### config.mk
export PLATFORM = sky130hd
export DESIGN_NAME = fdsp_top
export DESIGN_NICKNAME = d
export VERILOG_FILES = /design/src/fdsp_pkg.sv /design/src/fdsp_top.sv
export VERILOG_INCLUDE_DIRS = /design/src
export SDC_FILE = /design/constraint.sdc
export NUM_CORES = 1
export LEC_CHECK = 0
export ABC_AREA = 1
export BUFFER_PORTS_ARGS = -buffer_cell sky130_fd_sc_hd__buf_2
export CAP_MARGIN = 20
export CELL_PAD_IN_SITES_DETAIL_PLACEMENT = 2
export CELL_PAD_IN_SITES_GLOBAL_PLACEMENT = 2
export CORE_ASPECT_RATIO = 0.8
export CORE_UTILIZATION = 36
export CTS_CLUSTER_SIZE = 25
export DETAILED_ROUTE_END_ITERATION = 8
export MAX_ROUTING_LAYER = met4
export PLACE_DENSITY_LB_ADDON = 0.15
export RECOVER_POWER = 25
export SETUP_SLACK_MARGIN = 0.4
export SYNTH_ARGS = -nofsm -noshare
export SYNTH_HDL_FRONTEND = slang
export SYNTH_SLANG_ARGS = --single-unit
### constraint.sdc
create_clock -name clk_i -period 3.5 [get_ports clk_i]
set_input_delay 0.35 -clock clk_i [delete_from_list [all_inputs] [get_ports clk_i]]
set_output_delay 0.35 -clock clk_i [all_outputs]
set_load 0.05 [all_outputs]
### src/fdsp_regs.svh
`ifndef FDSP_REGS_SVH
`define FDSP_REGS_SVH
// Contract
// - Raw read input from the drive is an active-low pulse stream.
// - Controller select low picks head-load timer mode, high picks master-clock mode.
// - Internal clock divides reference by 2, 4 or 8 from controller/density/size selects.
// - Separator finds falling read edges and shifts its clock phase into the window clock.
// - Independent short-term and long-term correctors keep the window aligned.
// - Window half-cycle nominally 8 internal clocks, never below 6 or above 11.
// - Regenerated data pulses follow raw read; polarity set by controller select.
// - Advance emits a write pulse early, retard late, neither at nominal position.
// - Precomp code gives 0..312.5 ns at 16 MHz, doubled when size select is high.
// - With an 8 MHz reference all precomp shifts double.
// - Head-load delay is 40 ms with size low, 80 ms with size high, at 16 MHz.
// - Head-load timer works only in timer mode, inert in master-clock mode.
// - Settled output rises after the delay following head-load request; retriggerable.
// - Master-clock mode outputs 8 MHz or 4 MHz master clock at 16 MHz.
// - Write clock frequency follows controller, density and drive size selects.
// - 8 MHz reference halves every clock and doubles every head-load period.
// - Test low shortens head-load delay and initialises separator; normally held high.
// - Size low means 8-inch; density meaning depends on controller family.
// - Head-load delay is a parameter, settable over the documented range.
// - Each write data pulse arriving with none pending is forwarded with the chosen precompensation shift.
`define FDSP_REF_MHZ        16
`define FDSP_HLD_SHORT_MS   40
`define FDSP_HLD_LONG_MS    80
`define FDSP_HLD_SHORT_CYC  (`FDSP_HLD_SHORT_MS * `FDSP_REF_MHZ * 1000)
`define FDSP_HLD_LONG_CYC   (`FDSP_HLD_LONG_MS * `FDSP_REF_MHZ * 1000)
`define FDSP_HL_W           24
`define FDSP_TEST_SHIFT     8
`define FDSP_PC_STEP_PS     62500
`define FDSP_PC_STEP_CYC    ((`FDSP_PC_STEP_PS * `FDSP_REF_MHZ + 999999) / 1000000)
`define FDSP_PC_TAB         {5'h5, 5'h5, 5'h4, 5'h4, 5'h3, 5'h2, 5'h1, 5'h0}
`define FDSP_DIV_TAB        {3'h3, 3'h1, 3'h7, 3'h3, 3'h7, 3'h3, 3'h3, 3'h1}
`define FDSP_WCK_TAB        {6'hF, 6'h7, 6'h1F, 6'hF, 6'h7, 6'h3, 6'h7, 6'h3}
`define FDSP_HALF_NOM       4'h8
`define FDSP_HALF_MIN       4'h6
`define FDSP_HALF_MAX       4'hB
`define FDSP_HALF_MID       4'h4
`define FDSP_SC_ZERO        3'h2
`define FDSP_SC_TOP         3'h5
`define FDSP_LT_ZERO        2'h1
`define FDSP_LT_TOP         2'h2
`define FDSP_BIAS           4'h3
`define FDSP_PULSE_W        3'h4
`endif

### src/fdsp_pkg.sv
package fdsp_pkg;
  typedef struct packed {
    logic ctrl_b;
    logic density_sel;
    logic drive_size_sel;
  } fdsp_mode_t;
  typedef struct packed {
    logic [2:0] sel;
    logic       advance;
    logic       retard;
  } fdsp_pc_t;
  typedef struct packed {
    logic       ref_clk;
    logic       raw_b;
    logic       wdat;
    logic       head_load_request;
    logic       test_b;
    fdsp_mode_t mode;
    fdsp_pc_t   pc;
  } fdsp_pins_t;
  typedef enum logic [1:0] {
    FDSP_WR_IDLE,
    FDSP_WR_WAIT,
    FDSP_WR_DRIVE
  } fdsp_wr_st_t;
  typedef struct packed {
    fdsp_pins_t  s1;
    fdsp_pins_t  s2;
    logic        ref_prev;
    logic        raw_prev;
    logic        wd_prev;
    logic        hld_prev;
    logic [2:0]  icnt;
    logic [3:0]  hcnt;
    logic [3:0]  hlim;
    logic [3:0]  wlen;
    logic [2:0]  sc;
    logic [1:0]  lt;
    logic        win;
    logic [2:0]  sep_cnt;
    logic        sep;
    fdsp_wr_st_t wst;
    logic [4:0]  wcnt;
    logic        wdo;
    logic [23:0] hl_cnt;
    logic        hl_done;
    logic [1:0]  mcnt;
    logic        mclk;
    logic        hlt;
    logic [5:0]  ccnt;
    logic        cko;
  } fdsp_state_t;
endpackage : fdsp_pkg

### src/fdsp_top.sv
`timescale 1ns/1ps
`include "fdsp_regs.svh"
module fdsp_top #(
  parameter int unsigned HLD_SHORT_CYC = `FDSP_HLD_SHORT_CYC,
  parameter int unsigned HLD_LONG_CYC  = `FDSP_HLD_LONG_CYC
) (
  input  wire logic                 clk_i,
  input  wire logic                 rst_b_i,
  input  wire logic                 reference_clock_in_i,
  input  wire logic                 raw_read_in_b_i,
  input  wire logic                 write_data_in_i,
  input  wire logic                 head_load_request_i,
  input  wire logic                 test_b_i,
  input  wire fdsp_pkg::fdsp_mode_t mode_i,
  input  wire fdsp_pkg::fdsp_pc_t   precomp_i,
  output logic                      window_clock_o,
  output logic                      separated_data_o,
  output logic                      write_data_out_o,
  output logic                      head_settled_or_master_clock_o,
  output logic                      write_clock_out_o
);
  import fdsp_pkg::*;

  if (HLD_SHORT_CYC == 0 || HLD_LONG_CYC == 0 ||
      HLD_SHORT_CYC >= (1 << `FDSP_HL_W) || HLD_LONG_CYC >= (1 << `FDSP_HL_W)) begin : g_bad_hld
    $error("head-load count out of range");
  end

  localparam fdsp_state_t ST_RST = '{
    s1: '0, s2: '0, ref_prev: 1'b0, raw_prev: 1'b0, wd_prev: 1'b0, hld_prev: 1'b0,
    icnt: '0, hcnt: '0, hlim: `FDSP_HALF_NOM, wlen: '0, sc: `FDSP_SC_ZERO,
    lt: `FDSP_LT_ZERO, win: 1'b0, sep_cnt: '0, sep: 1'b0, wst: FDSP_WR_IDLE,
    wcnt: '0, wdo: 1'b0, hl_cnt: '0, hl_done: 1'b0, mcnt: '0, mclk: 1'b0,
    hlt: 1'b0, ccnt: '0, cko: 1'b0};

  // Mode index is {controller, density, size}
  function automatic logic [2:0] div_m1(input fdsp_mode_t m);
    logic [23:0] tab;
    tab = `FDSP_DIV_TAB;
    return tab[m*3 +: 3];
  endfunction : div_m1

  function automatic logic [5:0] wck_m1(input fdsp_mode_t m);
    logic [47:0] tab;
    tab = `FDSP_WCK_TAB;
    return tab[m*6 +: 6];
  endfunction : wck_m1

  function automatic logic [4:0] pc_shift(input logic [2:0] sel, input logic drive_size_sel);
    logic [39:0] tab;
    logic [4:0]  amt;
    tab = `FDSP_PC_TAB;
    amt = 5'(tab[sel*5 +: 5] * `FDSP_PC_STEP_CYC);
    return drive_size_sel ? 5'(amt << 1) : amt;
  endfunction : pc_shift

  fdsp_state_t s_q;
  fdsp_state_t s_d;
  fdsp_pins_t  pins;
  fdsp_mode_t  md;
  logic        ref_tick;
  logic        int_tick;
  logic        raw_fall;
  logic        wd_rise;
  logic        hld_rise;
  logic [4:0]  pc_amt;
  logic [3:0]  lim_sum;
  logic [23:0] hl_tgt;

  always_comb begin
    pins.ref_clk = reference_clock_in_i;
    pins.raw_b   = raw_read_in_b_i;
    pins.wdat    = write_data_in_i;
    pins.head_load_request     = head_load_request_i;
    pins.test_b  = test_b_i;
    pins.mode    = mode_i;
    pins.pc      = precomp_i;
  end

  always_comb begin
    s_d = s_q;
    // Every pin crosses two flops before any logic reads it
    s_d.s1 = pins;
    s_d.s2 = s_q.s1;
    md = s_q.s2.mode;
    s_d.ref_prev = s_q.s2.ref_clk;
    s_d.raw_prev = s_q.s2.raw_b;
    s_d.wd_prev  = s_q.s2.wdat;
    s_d.hld_prev = s_q.s2.head_load_request;
    // All timing counts reference edges, so a slower reference stretches everything
    ref_tick = s_q.s2.ref_clk & ~s_q.ref_prev;
    raw_fall = s_q.raw_prev & ~s_q.s2.raw_b;
    wd_rise  = s_q.s2.wdat & ~s_q.wd_prev;
    hld_rise = s_q.s2.head_load_request & ~s_q.hld_prev;
    pc_amt   = pc_shift(s_q.s2.pc.sel, md.drive_size_sel);
    int_tick = ref_tick && (s_q.icnt >= div_m1(md));
    lim_sum  = 4'(`FDSP_HALF_NOM + 4'(s_q.sc) + 4'(s_q.lt));
    hl_tgt   = md.drive_size_sel ? `FDSP_HL_W'(HLD_LONG_CYC) : `FDSP_HL_W'(HLD_SHORT_CYC);
    if (!s_q.s2.test_b) begin
      hl_tgt = hl_tgt >> `FDSP_TEST_SHIFT;
    end

    // Reference prescaler
    if (ref_tick) begin
      s_d.icnt = int_tick ? 3'h0 : 3'(s_q.icnt + 3'h1);
    end

    // Window clock: one half-cycle per hlim internal clocks
    if (!s_q.s2.test_b) begin
      s_d.hcnt = '0;
      s_d.hlim = `FDSP_HALF_NOM;
      s_d.wlen = '0;
      s_d.sc   = `FDSP_SC_ZERO;
      s_d.lt   = `FDSP_LT_ZERO;
      s_d.win  = 1'b0;
    end else begin
      if (int_tick) begin
        if (s_q.hcnt + 4'h1 >= s_q.hlim) begin
          s_d.win  = ~s_q.win;
          s_d.hcnt = '0;
          s_d.wlen = '0;
          s_d.sc   = `FDSP_SC_ZERO;
          // Correction is applied only at a half boundary so a half is never cut short
          if (lim_sum < `FDSP_HALF_MIN + `FDSP_BIAS) begin
            s_d.hlim = `FDSP_HALF_MIN;
          end else if (lim_sum - `FDSP_BIAS > `FDSP_HALF_MAX) begin
            s_d.hlim = `FDSP_HALF_MAX;
          end else begin
            s_d.hlim = 4'(lim_sum - `FDSP_BIAS);
          end
        end else begin
          s_d.hcnt = 4'(s_q.hcnt + 4'h1);
          s_d.wlen = 4'(s_q.wlen + 4'h1);
        end
      end
      // Short-term: phase error of this edge; long-term: slow drift integrator
      if (raw_fall) begin
        if (s_q.hcnt + 4'h2 <= `FDSP_HALF_MID) begin
          s_d.sc = '0;
        end else if (s_q.hcnt + 4'h2 - `FDSP_HALF_MID > 4'(`FDSP_SC_TOP)) begin
          s_d.sc = `FDSP_SC_TOP;
        end else begin
          s_d.sc = 3'(s_q.hcnt + 4'h2 - `FDSP_HALF_MID);
        end
        if (s_q.hcnt > `FDSP_HALF_MID && s_q.lt < `FDSP_LT_TOP) begin
          s_d.lt = 2'(s_q.lt + 2'h1);
        end else if (s_q.hcnt < `FDSP_HALF_MID && s_q.lt != 2'h0) begin
          s_d.lt = 2'(s_q.lt - 2'h1);
        end
      end
    end

    // Regenerated data pulse
    if (raw_fall) begin
      s_d.sep_cnt = `FDSP_PULSE_W;
    end else if (ref_tick && s_q.sep_cnt != '0) begin
      s_d.sep_cnt = 3'(s_q.sep_cnt - 3'h1);
    end
    s_d.sep = (s_d.sep_cnt != '0) ^ ~md.ctrl_b;

    // Write precompensation; a pulse arriving while one is pending is dropped
    case (s_q.wst)
      FDSP_WR_IDLE: begin
        if (wd_rise) begin
          s_d.wst = FDSP_WR_WAIT;
          if (s_q.s2.pc.advance) begin
            s_d.wcnt = '0;
          end else if (s_q.s2.pc.retard) begin
            s_d.wcnt = 5'(pc_amt << 1);
          end else begin
            s_d.wcnt = pc_amt;
          end
        end
      end
      FDSP_WR_WAIT: begin
        if (ref_tick) begin
          if (s_q.wcnt == '0) begin
            s_d.wst  = FDSP_WR_DRIVE;
            s_d.wdo  = 1'b1;
            s_d.wcnt = 5'(`FDSP_PULSE_W - 3'h1);
          end else begin
            s_d.wcnt = 5'(s_q.wcnt - 5'h1);
          end
        end
      end
      FDSP_WR_DRIVE: begin
        if (ref_tick) begin
          if (s_q.wcnt == '0) begin
            s_d.wst = FDSP_WR_IDLE;
            s_d.wdo = 1'b0;
          end else begin
            s_d.wcnt = 5'(s_q.wcnt - 5'h1);
          end
        end
      end
      default: begin
        s_d.wst = FDSP_WR_IDLE;
        s_d.wdo = 1'b0;
      end
    endcase

    // Head-load timer, timer mode only
    if (md.ctrl_b || !s_q.s2.head_load_request || hld_rise) begin
      s_d.hl_cnt  = '0;
      s_d.hl_done = 1'b0;
    end else if (ref_tick && !s_q.hl_done) begin
      if (s_q.hl_cnt + 24'h1 >= hl_tgt) begin
        s_d.hl_done = 1'b1;
      end else begin
        s_d.hl_cnt = 24'(s_q.hl_cnt + 24'h1);
      end
    end

    // Master clock: half period of one or two reference edges
    if (ref_tick) begin
      if (s_q.mcnt >= {1'b0, md.drive_size_sel}) begin
        s_d.mcnt = '0;
        s_d.mclk = ~s_q.mclk;
      end else begin
        s_d.mcnt = 2'(s_q.mcnt + 2'h1);
      end
    end
    s_d.hlt = md.ctrl_b ? s_d.mclk : s_d.hl_done;

    // Write clock
    if (ref_tick) begin
      if (s_q.ccnt >= wck_m1(md)) begin
        s_d.ccnt = '0;
        s_d.cko  = ~s_q.cko;
      end else begin
        s_d.ccnt = 6'(s_q.ccnt + 6'h1);
      end
    end
  end

  always_ff @(posedge clk_i) begin
    if (!rst_b_i) begin
      s_q <= ST_RST;
    end else begin
      s_q <= s_d;
    end
  end

  assign window_clock_o                 = s_q.win;
  assign separated_data_o               = s_q.sep;
  assign write_data_out_o               = s_q.wdo;
  assign head_settled_or_master_clock_o = s_q.hlt;
  assign write_clock_out_o              = s_q.cko;
endmodule : fdsp_top

==> results.sh <==
export IMPL_outcome="finished, violations left"
export IMPL_violations="DRC, capacitance limit, slew limit"
export IMPL_fin_skew_ns=0.00867
export IMPL_synth_cell_types=42
export IMPL_grt_overflow=0
export IMPL_holdBufCountCts=0
export IMPL_crit_arrival_ns=3.19
export IMPL_clk_pin_slew_ns=0.08
export IMPL_wl_per_cell_um=16.2
export IMPL_start_kind="flip-flop"
export IMPL_relSlewSlack_pct=-13.2
export IMPL_synth_top_cells_by_count="nand2_1 (163), inv_1 (130), dfxtp_1 (95), nor2_1 (89), ha_1 (50)"
export IMPL_finalNetCount=848
export IMPL_clock_latency_ns=0.36
export IMPL_powerDensity_nw_per_um2=419
export IMPL_hold_class="in -> reg"
export IMPL_drt_initial_drc_count=164
export IMPL_final_core_util_pct=42.0
export IMPL_min_delay_start="write_data_in_i"
export IMPL_p_seq_share_pct=45.2
export IMPL_hold_viol_final=0
export IMPL_die_w_um=139
export IMPL_yosysMostFrequentCell="nand2_1"
export IMPL_io_buffers=19
export IMPL_die_area_um2=15500
export IMPL_cts_root_buf="clkbuf_16"
export IMPL_p_int_mw=1.76
export IMPL_postSynthCellCount=756
export IMPL_r2r_start="s_q[12]$_SDFFE_PP0P_"
export IMPL_drv_slew=41
export IMPL_syn_avg_cell_area_um2=7.13
export IMPL_worstRegToRegCells=16
export IMPL_seq_area_frac_synth_pct=35.3
export IMPL_synth_area_um2=5390
export IMPL_dp_hpwl_mm=12.0
export IMPL_cp_required_ns=3.77
export IMPL_hold_depth=3
export IMPL_synth_edf_count=0
export IMPL_postPlaceCellArea_um2=5660
export IMPL_setup_tns_final_ns=0
export IMPL_critPathKind="reg -> reg"
export IMPL_fmax_mhz=342
export IMPL_synth_ff_type="dfxtp_1"
export IMPL_r2r_end="s_q[34]$_SDFFE_PP0P_"
export IMPL_ys_ff_latch=95
export IMPL_cp_end_kind="flip-flop"
export IMPL_yosys_area_top_type="dfxtp_1"
export IMPL_comb_power_share_pct=14.3
export IMPL_timing_reg2reg_setup_slack_ns=0.58
export IMPL_period_minus_slack_ns=2.92
export IMPL_die_h_um=111
export IMPL_core_um2=14400
export IMPL_whs_endpoint="s_d[83]$_SDFF_PN0_"
export IMPL_cts_sink_count=95
export IMPL_synthArstFlopShare_pct=0
export IMPL_viasPerCell=4.99
export IMPL_drt_wl_total_mm=15.7
export IMPL_antenna_found_initial=0
export IMPL_cts_tree="yes"
export IMPL_vias=4850
export IMPL_routabilityCongestion=0.837
export IMPL_grt_first_pass_wirelength_mm=26.8
export IMPL_cts_buffers=9
export IMPL_drcViolationCount=2
export IMPL_finalSetupViolations=0
export IMPL_fin_crit_sh_pct=83.5
export IMPL_drt_first_pass_iters=6
export IMPL_synthToLayoutAreaGrowth_pct=12.6
export IMPL_grt_total_usage_pct=22.3
export IMPL_rows=39
export IMPL_power_frac_clock_pct=40.5
export IMPL_synth_top_area_share_pct=35.3
export IMPL_n_antenna_cell=0
export IMPL_grt_max_degree=41
export IMPL_initial_core_util_pct=37.3
export IMPL_synth_nets=822
export IMPL_clk_path_buf_depth=2
export IMPL_grt_pass1_vias=5446
export IMPL_yosys_warnings=0
export IMPL_cap_viol_max_count=1
export IMPL_htree_num_levels=3
export IMPL_drive_gt1_share_pct=9.66
export IMPL_max_vdd_ir_drop_mv=0.228
export IMPL_io_pins=20
export IMPL_final_area_um2=6070
export IMPL_p_leak_nw=2.92
export IMPL_final_antenna_net_count=0
export IMPL_rsz0062_at_grt="no"
export IMPL_crit_fanout=15
export IMPL_synthTopCellsByArea="dfxtp_1 (35%), ha_1 (12%), nand2_1 (11%)"
export IMPL_worst_pin_slew_ns=1.70
export IMPL_switchingPower_mw=0.788
export IMPL_power_switching_share_pct=31.0
registers in the layout, indices dropped and copies added, names as in the netlist:
| name | count |
|---|---|
| s_q | 70 |
| window_clock_o | 1 |
| s_d | 17 |
| write_data_out_o | 1 |
| md | 3 |
| separated_data_o | 1 |
| write_clock_out_o | 1 |
| head_settled_or_master_clock_o | 1 |
placed cells by master, fill, tap and decap left out, types with 2 or more instances in the layout:
cell type,netlist,final
buf_4,0,7
dfxtp_1,95,90
a31oi_1,4,4
inv_1,130,130
o21ai_0,36,36
inv_8,0,3
a21oi_1,44,44
nor3_1,17,16
nand3_1,29,29
xor2_1,18,17
o21bai_1,4,4
nand4_1,8,8
clkbuf_1,5,2
clkinv_8,0,2
dfxtp_2,0,5
nor2_1,89,86
nand2_2,5,4
ha_1,50,49
xnor2_1,7,7
a211oi_1,7,7
buf_2,2,18
or2_2,2,2
nor2_4,1,2
o211ai_1,2,2
nand2_1,163,163
nand3b_1,5,5
nor2_2,7,9
clkbuf_16,0,9
worst max-delay path, stage by stage, from the launching register on:
cell     delay, ns
dfxtp_2       0.40
ha_4          0.18
nand3_2       0.11
nor2_4        0.19
nand2_2       0.15
nor2_4        0.16
nand4_1       0.13
xnor2_1       0.18
ha_1          0.29
inv_1         0.04
nor2_2        0.16
nand2_1       0.09
nor2_2        0.14
nand2_2       0.11
nand2_4       0.19
inv_1         0.13
nor3_1        0.18
metal layers:
layer / GRT usage, % / wire length [µm] / vias to the layer above
met4: 5.11 / 172 / 0
met3: 3.66 / 375 / 14
met2: 38.9 / 7700 / 40
met5: - / 0 / -
met1: 26.9 / 7460 / 2359
li1: - / - / 2437
metrics by stage:
stage	power, mW	std cells	hold WS, ns	setup slack, ns
finish	2.54	971	0.167	0.577
detailed placement	1.54	951	0.409	0.284
global placement	1.51	951	0.396	0.486
global route	2.67	971	0.168	0.348
CTS	2.59	967	0.159	0.400
floorplan	1.43	756	0.390	0.961
area by class of cell:
class,count,area (µm²)
timing repair buffer,29,185
tap,184,230
inverter,132,495
clock inverter,7,83.8
clock buffer,9,225
sequential,95,1910
multi-input combinational,515,2950
fill,1708,8370
power groups by stage:
stage          sequential, mW  clock [mW]  combinational [mW]
4_1_cts                  1.15        1.07               0.371
6_report                 1.15        1.03               0.363
5_1_grt                  1.16        1.09               0.419
2_1_floorplan            1.18           0               0.256
3_3_place_gp             1.17           0               0.337
3_5_place_dp             1.18           0               0.367
how the worst max path moves through the flow:
| stage | end | start | slack [ns] | cells past startpoint |
|---|---|---|---|---|
| 6_report | s_q[34]$_SDFFE_PP0P_ | s_q[12]$_SDFFE_PP0P_ | 0.58 | 16 |
| 3_5_place_dp | s_q[13]$_SDFFE_PP0P_ | s_q[12]$_SDFFE_PP0P_ | 0.28 | 18 |
| 5_1_grt | s_q[33]$_SDFFE_PP0P_ | s_q[12]$_SDFFE_PP0P_ | 0.35 | 16 |
| 2_1_floorplan | s_q[31]$_SDFFE_PP0P_ | s_q[12]$_SDFFE_PP0P_ | 0.96 | 17 |
| 4_1_cts | s_q[13]$_SDFFE_PP0P_ | s_q[14]$_SDFFE_PP0P_ | 0.40 | 18 |
| 3_3_place_gp | s_q[29]$_SDFFE_PP0P_ | s_q[12]$_SDFFE_PP0P_ | 0.49 | 17 |
timing repair:
action | in CTS | in global routing
buffers inserted | 0 | 4
endpoints found under the hold margin | 0 | 0
resized for setup | 7 | 14
pin swaps | 0 | 2
setup endpoints to repair | 22 | 27
cell families after synthesis:
family          Yosys count  synth area share (%)
simple gates            334                  26.6
buf+inv                 146                  11.2
compound gates          105                  10.9
flops                    95                  35.3
fa+ha+maj                51                  12.0
xor+xnor                 25                  4.06
(Power assumes the default switching activity.)
